**src/hw/mrr_consts.vh**
```
// Constants for the move, rotate and return execution unit.
// Assumes a single core clock and the instruction word layout given below.
//
// Operation
// - Store accumulator into addressed file register; flags stay unchanged.
// - Move file register to accumulator (dest 0) or back to itself (dest 1).
// - Move file register sets zero flag from moved value, either way.
// - Return from interrupt pops stack top into PC, sets global enable.
// - Rotate left through carry: old carry to bit 0, bit 7 to carry.
// - Rotate right through carry: old carry to bit 7, bit 0 to carry.
// - Return with literal loads accumulator, pops stack top; flags kept.
// - Return with literal takes two cycles; the following fetch is dropped.
`ifndef MRR_CONSTS_VH
`define MRR_CONSTS_VH

// ****************************************************************
// Instruction word layout
// ****************************************************************
`define MRR_INSTR_W      14
`define MRR_OPC_HI       13
`define MRR_OPC_LO       8
`define MRR_DEST_BIT     7
`define MRR_FADDR_HI     6
`define MRR_LIT_HI       7

// Opcode encodings; values are arbitrary for this unit
`define MRR_OP_NO_OP     6'h00
`define MRR_OP_STORE     6'h01
`define MRR_OP_MOVE      6'h02
`define MRR_OP_RET_INT   6'h03
`define MRR_OP_ROT_L     6'h04
`define MRR_OP_ROT_R     6'h05
`define MRR_OP_RET_LIT   6'h06

// ****************************************************************
// Register port map
// ****************************************************************
`define MRR_ADDR_ACC     8'h80
`define MRR_ADDR_STAT    8'h81
`define MRR_FILE_SEL     7
`define MRR_STAT_C       0
`define MRR_STAT_Z       1
`define MRR_STAT_IE      2

// ****************************************************************
// Reset values
// ****************************************************************
`define MRR_RST_BYTE     8'h00
`define MRR_RST_BIT      1'b0
`define MRR_RST_READY    1'b1

`endif

```
**src/hw/mrr_exec.v**
```verilog
// Execution unit for store, move, no-op, rotate and return instructions.
// Assumes instructions, stack top and register port all on sys_clk; the
// return stack itself and the fetch logic live outside.
//
// The implementer's own choices: the register addresses and the plain strobed port.
`timescale 1ns/1ns
`default_nettype none
`include "mrr_consts.vh"

module mrr_exec
#(
   parameter PC_W = 13
)
(
   input  wire                   sys_clk,
   input  wire                   rst,
   input  wire                   instr_valid,
   input  wire [`MRR_INSTR_W-1:0] instr,
   input  wire [PC_W-1:0]        stack_top_entry,
   input  wire [7:0]             reg_addr,
   input  wire [7:0]             reg_wdata,
   input  wire                   reg_wr,
   input  wire                   reg_rd,
   output reg  [7:0]             reg_rdata,
   output reg                    instr_ready,
   output reg                    retire,
   output reg                    stack_pop,
   output reg                    pc_load,
   output reg  [PC_W-1:0]        pc_value,
   output reg  [7:0]             accum,
   output reg                    carry,
   output reg                    zero,
   output reg                    global_interrupt_enable
);

   // ****************************************************************
   // Decode
   // ****************************************************************
   reg  [7:0] file_mem [0:127];

   wire [5:0] opc   = instr[`MRR_OPC_HI:`MRR_OPC_LO];
   wire       dest  = instr[`MRR_DEST_BIT];
   wire [6:0] faddr = instr[`MRR_FADDR_HI:0];
   wire [7:0] lit   = instr[`MRR_LIT_HI:0];
   wire       take  = instr_valid & instr_ready;

   wire is_no_op   = take & (opc == `MRR_OP_NO_OP);
   wire is_store   = take & (opc == `MRR_OP_STORE);
   wire is_move    = take & (opc == `MRR_OP_MOVE);
   wire is_ret_int = take & (opc == `MRR_OP_RET_INT);
   wire is_rot_l   = take & (opc == `MRR_OP_ROT_L);
   wire is_rot_r   = take & (opc == `MRR_OP_ROT_R);
   wire is_ret_lit = take & (opc == `MRR_OP_RET_LIT);
   wire is_rot     = is_rot_l | is_rot_r;
   wire is_ret     = is_ret_int | is_ret_lit;

   wire [7:0] fval  = file_mem[faddr];
   wire [7:0] rot_l = {fval[6:0], carry};
   wire [7:0] rot_r = {carry, fval[7:1]};

   // Result byte of the data-moving instructions
   reg  [7:0] result;
   always @*
   begin
      result = fval;
      if (is_store)
      begin
         result = accum;
      end
      else if (is_rot_l)
      begin
         result = rot_l;
      end
      else if (is_rot_r)
      begin
         result = rot_r;
      end
   end

   // Destination selection; dest 1 writes the same file register back
   wire exec_file_we = is_store
                       | ((is_move | is_rot) & dest);
   wire exec_acc_we  = (is_move | is_rot) & ~dest;

   // ****************************************************************
   // Register port decode
   // ****************************************************************
   wire bus_file  = ~reg_addr[`MRR_FILE_SEL];
   wire bus_acc   = reg_wr & (reg_addr == `MRR_ADDR_ACC);
   wire bus_stat  = reg_wr & (reg_addr == `MRR_ADDR_STAT);
   // Single write port: an instruction write beats a port write
   wire bus_fwe   = reg_wr & bus_file & ~exec_file_we;

   // File memory, no reset so it maps onto plain RAM
   always @(posedge sys_clk)
   begin
      if (exec_file_we)
      begin
         file_mem[faddr] <= result;
      end
      else if (bus_fwe)
      begin
         file_mem[reg_addr[`MRR_FADDR_HI:0]] <= reg_wdata;
      end
   end

   // ****************************************************************
   // Accumulator, flags and program flow
   // ****************************************************************
   always @(posedge sys_clk)
   begin
      if (rst)
      begin
         accum                   <= `MRR_RST_BYTE;
         carry                   <= `MRR_RST_BIT;
         zero                    <= `MRR_RST_BIT;
         global_interrupt_enable <= `MRR_RST_BIT;
         instr_ready             <= `MRR_RST_READY;
         retire                  <= `MRR_RST_BIT;
         stack_pop               <= `MRR_RST_BIT;
         pc_load                 <= `MRR_RST_BIT;
         pc_value                <= {PC_W{1'b0}};
      end
      else
      begin
         // Accumulator: instruction updates win over port writes
         if (is_ret_lit)
         begin
            accum <= lit;
         end
         else if (exec_acc_we)
         begin
            accum <= result;
         end
         else if (bus_acc)
         begin
            accum <= reg_wdata;
         end

         // Carry moves only on rotates and status port writes; store and returns leave it
         if (is_rot_l)
         begin
            carry <= fval[7];
         end
         else if (is_rot_r)
         begin
            carry <= fval[0];
         end
         else if (bus_stat)
         begin
            carry <= reg_wdata[`MRR_STAT_C];
         end

         // Zero follows the moved value whichever way it went
         if (is_move)
         begin
            zero <= (fval == `MRR_RST_BYTE);
         end
         else if (bus_stat)
         begin
            zero <= reg_wdata[`MRR_STAT_Z];
         end

         // Set from the return wins over a same-cycle software clear
         if (is_ret_int)
         begin
            global_interrupt_enable <= 1'b1;
         end
         else if (bus_stat)
         begin
            global_interrupt_enable <= reg_wdata[`MRR_STAT_IE];
         end

         // Returns pop the stack and redirect the PC in one step
         stack_pop <= is_ret;
         pc_load   <= is_ret;
         if (is_ret)
         begin
            pc_value <= stack_top_entry;
         end

         // The fetch after a return is stale, so drop one cycle
         instr_ready <= ~is_ret;
         // A no-op retires and touches nothing else
         retire <= is_no_op | is_store | is_move | is_rot | is_ret;
      end
   end

   // ****************************************************************
   // Register port read, one cycle after the strobe
   // ****************************************************************
   always @(posedge sys_clk)
   begin
      if (rst)
      begin
         reg_rdata <= `MRR_RST_BYTE;
      end
      else if (reg_rd)
      begin
         if (bus_file)
         begin
            reg_rdata <= file_mem[reg_addr[`MRR_FADDR_HI:0]];
         end
         else if (reg_addr == `MRR_ADDR_ACC)
         begin
            reg_rdata <= accum;
         end
         else if (reg_addr == `MRR_ADDR_STAT)
         begin
            reg_rdata <= {5'h00, global_interrupt_enable, zero, carry};
         end
         else
         begin
            reg_rdata <= `MRR_RST_BYTE;       // Unmapped reads as zero
         end
      end
      else
      begin
         reg_rdata <= `MRR_RST_BYTE;
      end
   end

endmodule
`default_nettype wire

```
**config.mk**
```make
export PLATFORM = sky130hd
export DESIGN_NAME = mrr_exec
export DESIGN_NICKNAME = d
export VERILOG_FILES = /design/src/hw/mrr_exec.v
export VERILOG_INCLUDE_DIRS = /design/src /design/src/hw
export SDC_FILE = /design/constraint.sdc
export NUM_CORES = 2
export LEC_CHECK = 0
export BUFFER_PORTS_ARGS = -buffer_cell sky130_fd_sc_hd__buf_4
export CAP_MARGIN = 20
export CORE_MARGIN = 1.5
export CORE_UTILIZATION = 35
export CTS_BUF_LIST = sky130_fd_sc_hd__clkbuf_4
export DETAILED_ROUTE_END_ITERATION = 8
export SETUP_SLACK_MARGIN = 0.15
export SYNTH_ARGS = -nofsm -noshare
export SYNTH_HDL_FRONTEND = slang
export SYNTH_SLANG_ARGS = --single-unit
```
**constraint.sdc**
```tcl
create_clock -name sys_clk -period 11.5 [get_ports sys_clk]
set_clock_uncertainty 0.2 [all_clocks]
set_input_delay 1.725 -clock sys_clk [delete_from_list [all_inputs] [get_ports sys_clk]]
set_output_delay 1.725 -clock sys_clk [all_outputs]
set_load 0.01 [all_outputs]
```
* Yosys cells after proc, flatten, opt, wreduce, memory -nomap -nowiden
Memory sizes are Yosys's and may differ from the RTL's.
Cells that the tools add are included.
** Storage, ports and cells
- Flip-flop bits (word level) :: 35
- Bits in writable memories :: 1024
- Input bits :: 48
- Output and inout port bits :: 36
- Logic and storage cells :: 77
- Memories :: 1
** Memories
- file_mem :: depth 128, bits a word 8, read ports 2, clocked after Yosys merged registers in 0, wr ports 1, line mrr_exec.v:39 : reg [7:0] file_mem [0:127];
** Operators by class
- Eq/ne operators :: 8
- Multiplexer cells :: 24
- Bitwise gates (word level) :: 27
- Reductions and logical operators :: 8
** Operators with widths (number)
- 8-bit 2-to-1 mux :: 9
- 6-bit by 3-bit equality test with 1-bit output, second input constant :: 3
- 8-bit equality test, second input constant :: 2
- 1-bit AND :: 14
- 1-bit 2-to-1 mux :: 13
- 6-bit by 2-bit equality test with 1-bit output, second input constant :: 2
- 8-bit logical NOT :: 1
- 1-bit bitwise OR :: 8
- 8-bit OR reduction :: 1
- 7-bit 2-to-1 mux :: 1
- 6-bit by 1-bit equality test with 1-bit output, second input constant :: 1
- 6-bit logical NOT :: 1
- 3-bit nonzero test :: 2
- 1-bit NOT :: 5
- 2-bit nonzero test :: 2
- 3-bit 2-to-1 mux :: 1
- 2-bit OR reduction :: 1

* Logic depth before layout (Yosys ltp)
- Word-level depth :: 13
- Depth in mapped cells :: 14
- Mapped depth without buffers :: 8

* Worst setup path after synthesis
No wires, ideal clock.
- Path type :: in2reg
- Start point :: input instr[0]
- End point :: memory file_mem[0][6], data pin
- Library setup time :: 1.226 ns
- Arrival time :: 8.842 ns
- Data required time :: 10.074 ns
- Path slack :: 1.232 ns
- Stages on the path :: 13
- Buffers on the path :: 5
- Path through :: buf_6 > buf_6 > buf_6 > buf_6 > buf_4 > mux2i_1 > a22oi_1 > o21ai_1 > o211a_1 > nor4_1 > nand3b_1 > o22ai_1 > o31ai_1
** On the way
- Word-level cells in the longest chain between the ends :: 5
** Ends and longest elaborated chain
- start: declaration :: line mrr_exec.v:18 : input wire [`MRR_INSTR_W-1:0] instr,
- memory read 128 x 8 bit *
- 8-bit 2-to-1 mux :: line mrr_exec.v:74 : else if (is_rot_r)
- 8-bit 2-to-1 mux * :: line mrr_exec.v:70 : else if (is_rot_l)
- 8-bit 2-to-1 mux * :: line mrr_exec.v:66 : if (is_store)
- 8-bit 2-to-1 mux (no source line) *
- end: declaration :: line mrr_exec.v:39
Every way passes the cells marked *; elsewhere a longest branch is shown, timed or not.

* Worst setup path after layout
- Start point :: input instr[1]
- End point :: memory file_mem[83][2], data pin
The elaborated chain is that of the path after synthesis.

==> flow_summary.rst <==
.. list-table::
   :header-rows: 1

   * - Metric
     - Value
   * - Count of final setup violators
     - 0
   * - Total area of sequential cells
     - 31500 um2
   * - Clock latency of the later-clocked register in the worst-skew pair
     - 1.25 ns
   * - First-pass GRT wire length
     - 230000 um
   * - Total wire length
     - 162000 um
   * - #FFs+latches synth
     - 1059
   * - Initial core utilization
     - 35.3%
   * - Capture instance of the worst register-to-register path
     - file_mem[53][1]$_DFFE_PP_
   * - Total I/O pin count
     - 84
   * - Capturing instance or port of the critical path
     - file_mem[83][2]$_DFFE_PP_
   * - Final Cell Area
     - 56800 um2
   * - Mean post-synth cell area
     - 18.9 um2
   * - Worst setup path category
     - in2reg
   * - Die width
     - 381 um
   * - EDFF count, synth
     - 1024
   * - Crit path from
     - instr[1]
   * - Post-synth ARST share
     - 0%
   * - Aggregate global-route resource usage
     - 22.2%
   * - Tmin final
     - 6.61 ns
   * - Number of hold buffers added after CTS
     - 0
   * - Instance area after placement
     - 53000 um2
   * - Pins Over Slew Limit
     - 0
   * - Summed negative setup slack over all endpoints
     - 0 ns
   * - Arrival @ worst endpoint
     - 7.20 ns
   * - Post-Syn Area
     - 50100 um2
   * - Global placement routability congestion
     - 0.932
   * - Multi-input gate area in the final layout
     - 17700 um2
   * - Share of the synthesized area in the top cell type
     - 61.4%
   * - Maximum number of pins on one net before global-route repair
     - 129
   * - Synthesis warning total
     - 0
   * - Gate power share
     - 10.3%
   * - Worst-case headroom to the max-slew limit
     - 10.6%
   * - Final period utilization
     - 57.5%
   * - Leading post-synthesis cells by cell area
     - sky130_fd_sc_hd__edfxtp_1, sky130_fd_sc_hd__mux4_2, sky130_fd_sc_hd__mux2i_1
   * - Violations in the final reports
     - DRC
   * - Iteration-0 DRC Markers
     - 4139
   * - Number of design rule violations left after detail routing
     - 2
   * - Maximum clock path buffer count
     - 4
   * - Count of fill cells added during filler insertion
     - 12600
   * - Switching pwr
     - 2140 uW
   * - Required time at the endpoint of the critical path
     - 12.09 ns
   * - R2R Path Start
     - instr_ready$_SDFF_PP1_
   * - Most common cell in the synthesized netlist
     - sky130_fd_sc_hd__edfxtp_1
   * - CP Max Fanout
     - 96
   * - Maximum vdd ir drop
     - 0.102 mV
   * - Quantity of I/O buffers inserted on ports
     - 83
   * - Share of cells above drive strength 1
     - 38.5%
   * - Clock transition at the registers of the reported paths
     - 0.06 ns
   * - Antenna violations before repair
     - 13
   * - Dominant register cell in the synthesized netlist
     - sky130_fd_sc_hd__edfxtp_1
   * - Count of antenna-violating nets left after detailed routing
     - 0
   * - Run status
     - finished, violations left
   * - Layout overhead on the synthesized area
     - 13.4%
   * - Setup repair after global routing missed its margin
     - false
   * - Depth of the CTS H-tree
     - 5
   * - Largest area contributor in the netlist
     - sky130_fd_sc_hd__edfxtp_1
   * - Register share of total power
     - 51.3%
   * - Clock share of power
     - 38.4%
   * - Endpoint kind of the worst setup timing path
     - flop
   * - Post_cts resized
     - 0
   * - Commonest cells in the netlist
     - sky130_fd_sc_hd__edfxtp_1, sky130_fd_sc_hd__mux4_2, sky130_fd_sc_hd__nor2_1, sky130_fd_sc_hd__mux2i_1, sky130_fd_sc_hd__nand2_1
   * - Area of the placeable core
     - 142000 um2
   * - Drt via density
     - 6.10
   * - Internal power consumption
     - 6360 uW
   * - Number of global-route vias before repair
     - 31000
   * - Max-cap check violation count
     - 0
   * - Post-layout net count
     - 2992
   * - Part of the Yosys area used for sequential elements
     - 62.8%
   * - GRT Residual Overflow
     - 0
   * - Avg WL per Cell
     - 32.3 um
   * - Number of cell rows
     - 138
   * - Netlist cell types
     - 67
   * - Switching share of power
     - 25.2%
   * - Clock buffers created by TritonCTS
     - 288
   * - Final hold violation count
     - 0
   * - Net count of the mapped netlist
     - 2696
   * - Post-CTS setup buffers
     - 0
   * - Slew at the pin closest to its max-slew limit
     - 1.34 ns
   * - Hold wc startpoint
     - pc_value[2]$_SDFFE_PP0N_
   * - Dpl hpwl
     - 105000 um
   * - Total vias in the final route
     - 30700
   * - Cells after Synth
     - 2648
   * - Die boundary height
     - 381 um
   * - Logic depth of the worst register-to-register path
     - 4
   * - Master cell of the clock root buffer
     - sky130_fd_sc_hd__clkbuf_4
   * - Number of optimization iterations in the first detailed-route pass
     - 9
   * - TritonCTS clock tree
     - built
   * - Util after Layout
     - 40.0%
   * - Count of clock tree sinks
     - 1059
   * - Maximum achievable frequency
     - 151 MHz
   * - Crit path launch type
     - input port
   * - Type of the most critical hold path
     - reg2reg
   * - Leak Pwr
     - 0.0181 uW
   * - Setup slack of the worst register-to-register path
     - 6.63 ns
   * - Total Die Area
     - 145000 um2
   * - Cell Pwr Density
     - 150 nW/um2
power groups by stage:
stage / Combinational, uW / Clock [uW] / Sequential, uW
after detailed placement: 854 / 0 / 4450
final: 873 / 3260 / 4360
after global routing: 904 / 3520 / 4360
after CTS: 855 / 3320 / 4360
after floorplan: 511 / 0 / 4480
after global placement: 832 / 0 / 4450
cells in the final DEF, fill, tap and decap left out, types with 4 or more instances in the layout:
master,netlist,final
sky130_fd_sc_hd__edfxtp_1,1024,1024
sky130_fd_sc_hd__mux4_2,543,543
sky130_fd_sc_hd__clkbuf_4,0,405
sky130_fd_sc_hd__nor2_1,175,173
sky130_fd_sc_hd__buf_4,22,161
sky130_fd_sc_hd__mux2i_1,154,154
sky130_fd_sc_hd__nand2_1,108,108
sky130_fd_sc_hd__clkinv_1,1,55
sky130_fd_sc_hd__a22oi_1,53,53
sky130_fd_sc_hd__a21oi_1,37,37
sky130_fd_sc_hd__dfxtp_1,35,35
sky130_fd_sc_hd__buf_6,19,35
sky130_fd_sc_hd__nand3_1,34,34
sky130_fd_sc_hd__o21ai_0,30,28
sky130_fd_sc_hd__o22ai_1,21,21
sky130_fd_sc_hd__o21ai_1,19,19
sky130_fd_sc_hd__nor3_1,16,16
sky130_fd_sc_hd__a221oi_1,15,15
sky130_fd_sc_hd__nand3b_1,14,14
sky130_fd_sc_hd__nand2b_1,13,13
sky130_fd_sc_hd__nor2b_1,14,11
sky130_fd_sc_hd__clkinv_2,0,11
sky130_fd_sc_hd__o221ai_1,10,10
sky130_fd_sc_hd__a22o_1,10,10
sky130_fd_sc_hd__a211oi_1,9,9
sky130_fd_sc_hd__a31oi_1,10,8
sky130_fd_sc_hd__inv_1,6,6
sky130_fd_sc_hd__or2_2,5,5
sky130_fd_sc_hd__o22a_1,5,5
sky130_fd_sc_hd__nor4_1,5,5
sky130_fd_sc_hd__o211ai_1,5,5
sky130_fd_sc_hd__nand4_1,5,5
sky130_fd_sc_hd__mux2_2,5,5
sky130_fd_sc_hd__a211o_1,4,4
sky130_fd_sc_hd__o2111ai_1,4,4
sky130_fd_sc_hd__and2_1,4,4
sky130_fd_sc_hd__bufinv_16,0,4
sky130_fd_sc_hd__buf_8,3,4
sky130_fd_sc_hd__buf_12,0,4
cell families (layout without fill, tap and decap cells):
family | after synthesis | in the layout | synth area share [%]
muxes | 702 | 702 | 27.6
AOI/OAI and AO/OA | 271 | 271 | 3.79
and+or+nand+nor | 406 | 406 | 3.61
DFF | 1059 | 1059 | 62.8
buffers and inverters | 210 | 693 | 2.20
other | 0 | 2 | 0
cell type report:
class	count	area share [%]
Antenna cell	2	0.00882
Clock buffer	405	5.36
Clock inverter	72	0.685
Inverter	7	0.0463
Multi-Input combinational cell	1379	31.1
Sequential cell	1059	55.4
Tap cell	1890	4.17
Timing Repair Buffer	209	3.24
flip-flops by register name, indices dropped and copies added (netlist names):
| register | cells |
|---|---|
| file_mem | 1024 |
| pc_value | 13 |
| accum | 8 |
| reg_rdata | 8 |
| carry | 1 |
| global_interrupt_enable | 1 |
| instr_ready | 1 |
| pc_load | 1 |
| retire | 1 |
| zero | 1 |
per-stage QoR:
stage | hold slack (ns) | cells | setup WS [ns] | total power (uW)
after floorplan | 0.276 | 2648 | 1.23 | 4990
after CTS | 0.259 | 4987 | 5.13 | 8540
after detailed placement | 0.250 | 4510 | 3.85 | 5300
final | 0.254 | 5023 | 4.89 | 8500
after global placement | 0.241 | 4484 | 3.93 | 5280
after global routing | 0.280 | 5022 | 4.74 | 8790
worst max-delay path, stage by stage:
cell                       delay (ns)
sky130_fd_sc_hd__buf_8           0.44
sky130_fd_sc_hd__buf_4           0.75
sky130_fd_sc_hd__nor2_4          0.18
sky130_fd_sc_hd__buf_4           0.31
sky130_fd_sc_hd__a221oi_1        0.29
sky130_fd_sc_hd__o21ai_1         0.18
sky130_fd_sc_hd__a31o_2          0.31
sky130_fd_sc_hd__a211oi_1        0.67
sky130_fd_sc_hd__a31oi_1         0.27
sky130_fd_sc_hd__a31oi_4         0.78
sky130_fd_sc_hd__buf_4           0.83
per-layer routing:
layer	track usage [%]	share of wire, %	vias to the layer above
li1	-	-	12100
met1	29.3	38	16100
met2	34.0	46	2093
met3	5.86	11	379
met4	10.9	4.8	14
met5	0	0.061	-
worst min path at each step:
stage,to,slack [ns],cells after the start
2_1_floorplan,pc_value[0]$_SDFFE_PP0N_,0.28,2
3_3_place_gp,pc_value[0]$_SDFFE_PP0N_,0.24,2
3_5_place_dp,pc_value[11]$_SDFFE_PP0N_,0.25,2
4_1_cts,pc_value[11]$_SDFFE_PP0N_,0.26,2
5_1_grt,pc_value[11]$_SDFFE_PP0N_,0.28,2
6_report,pc_value[2]$_SDFFE_PP0N_,0.25,2
Note: power is estimated with default switching activity, not from simulation.
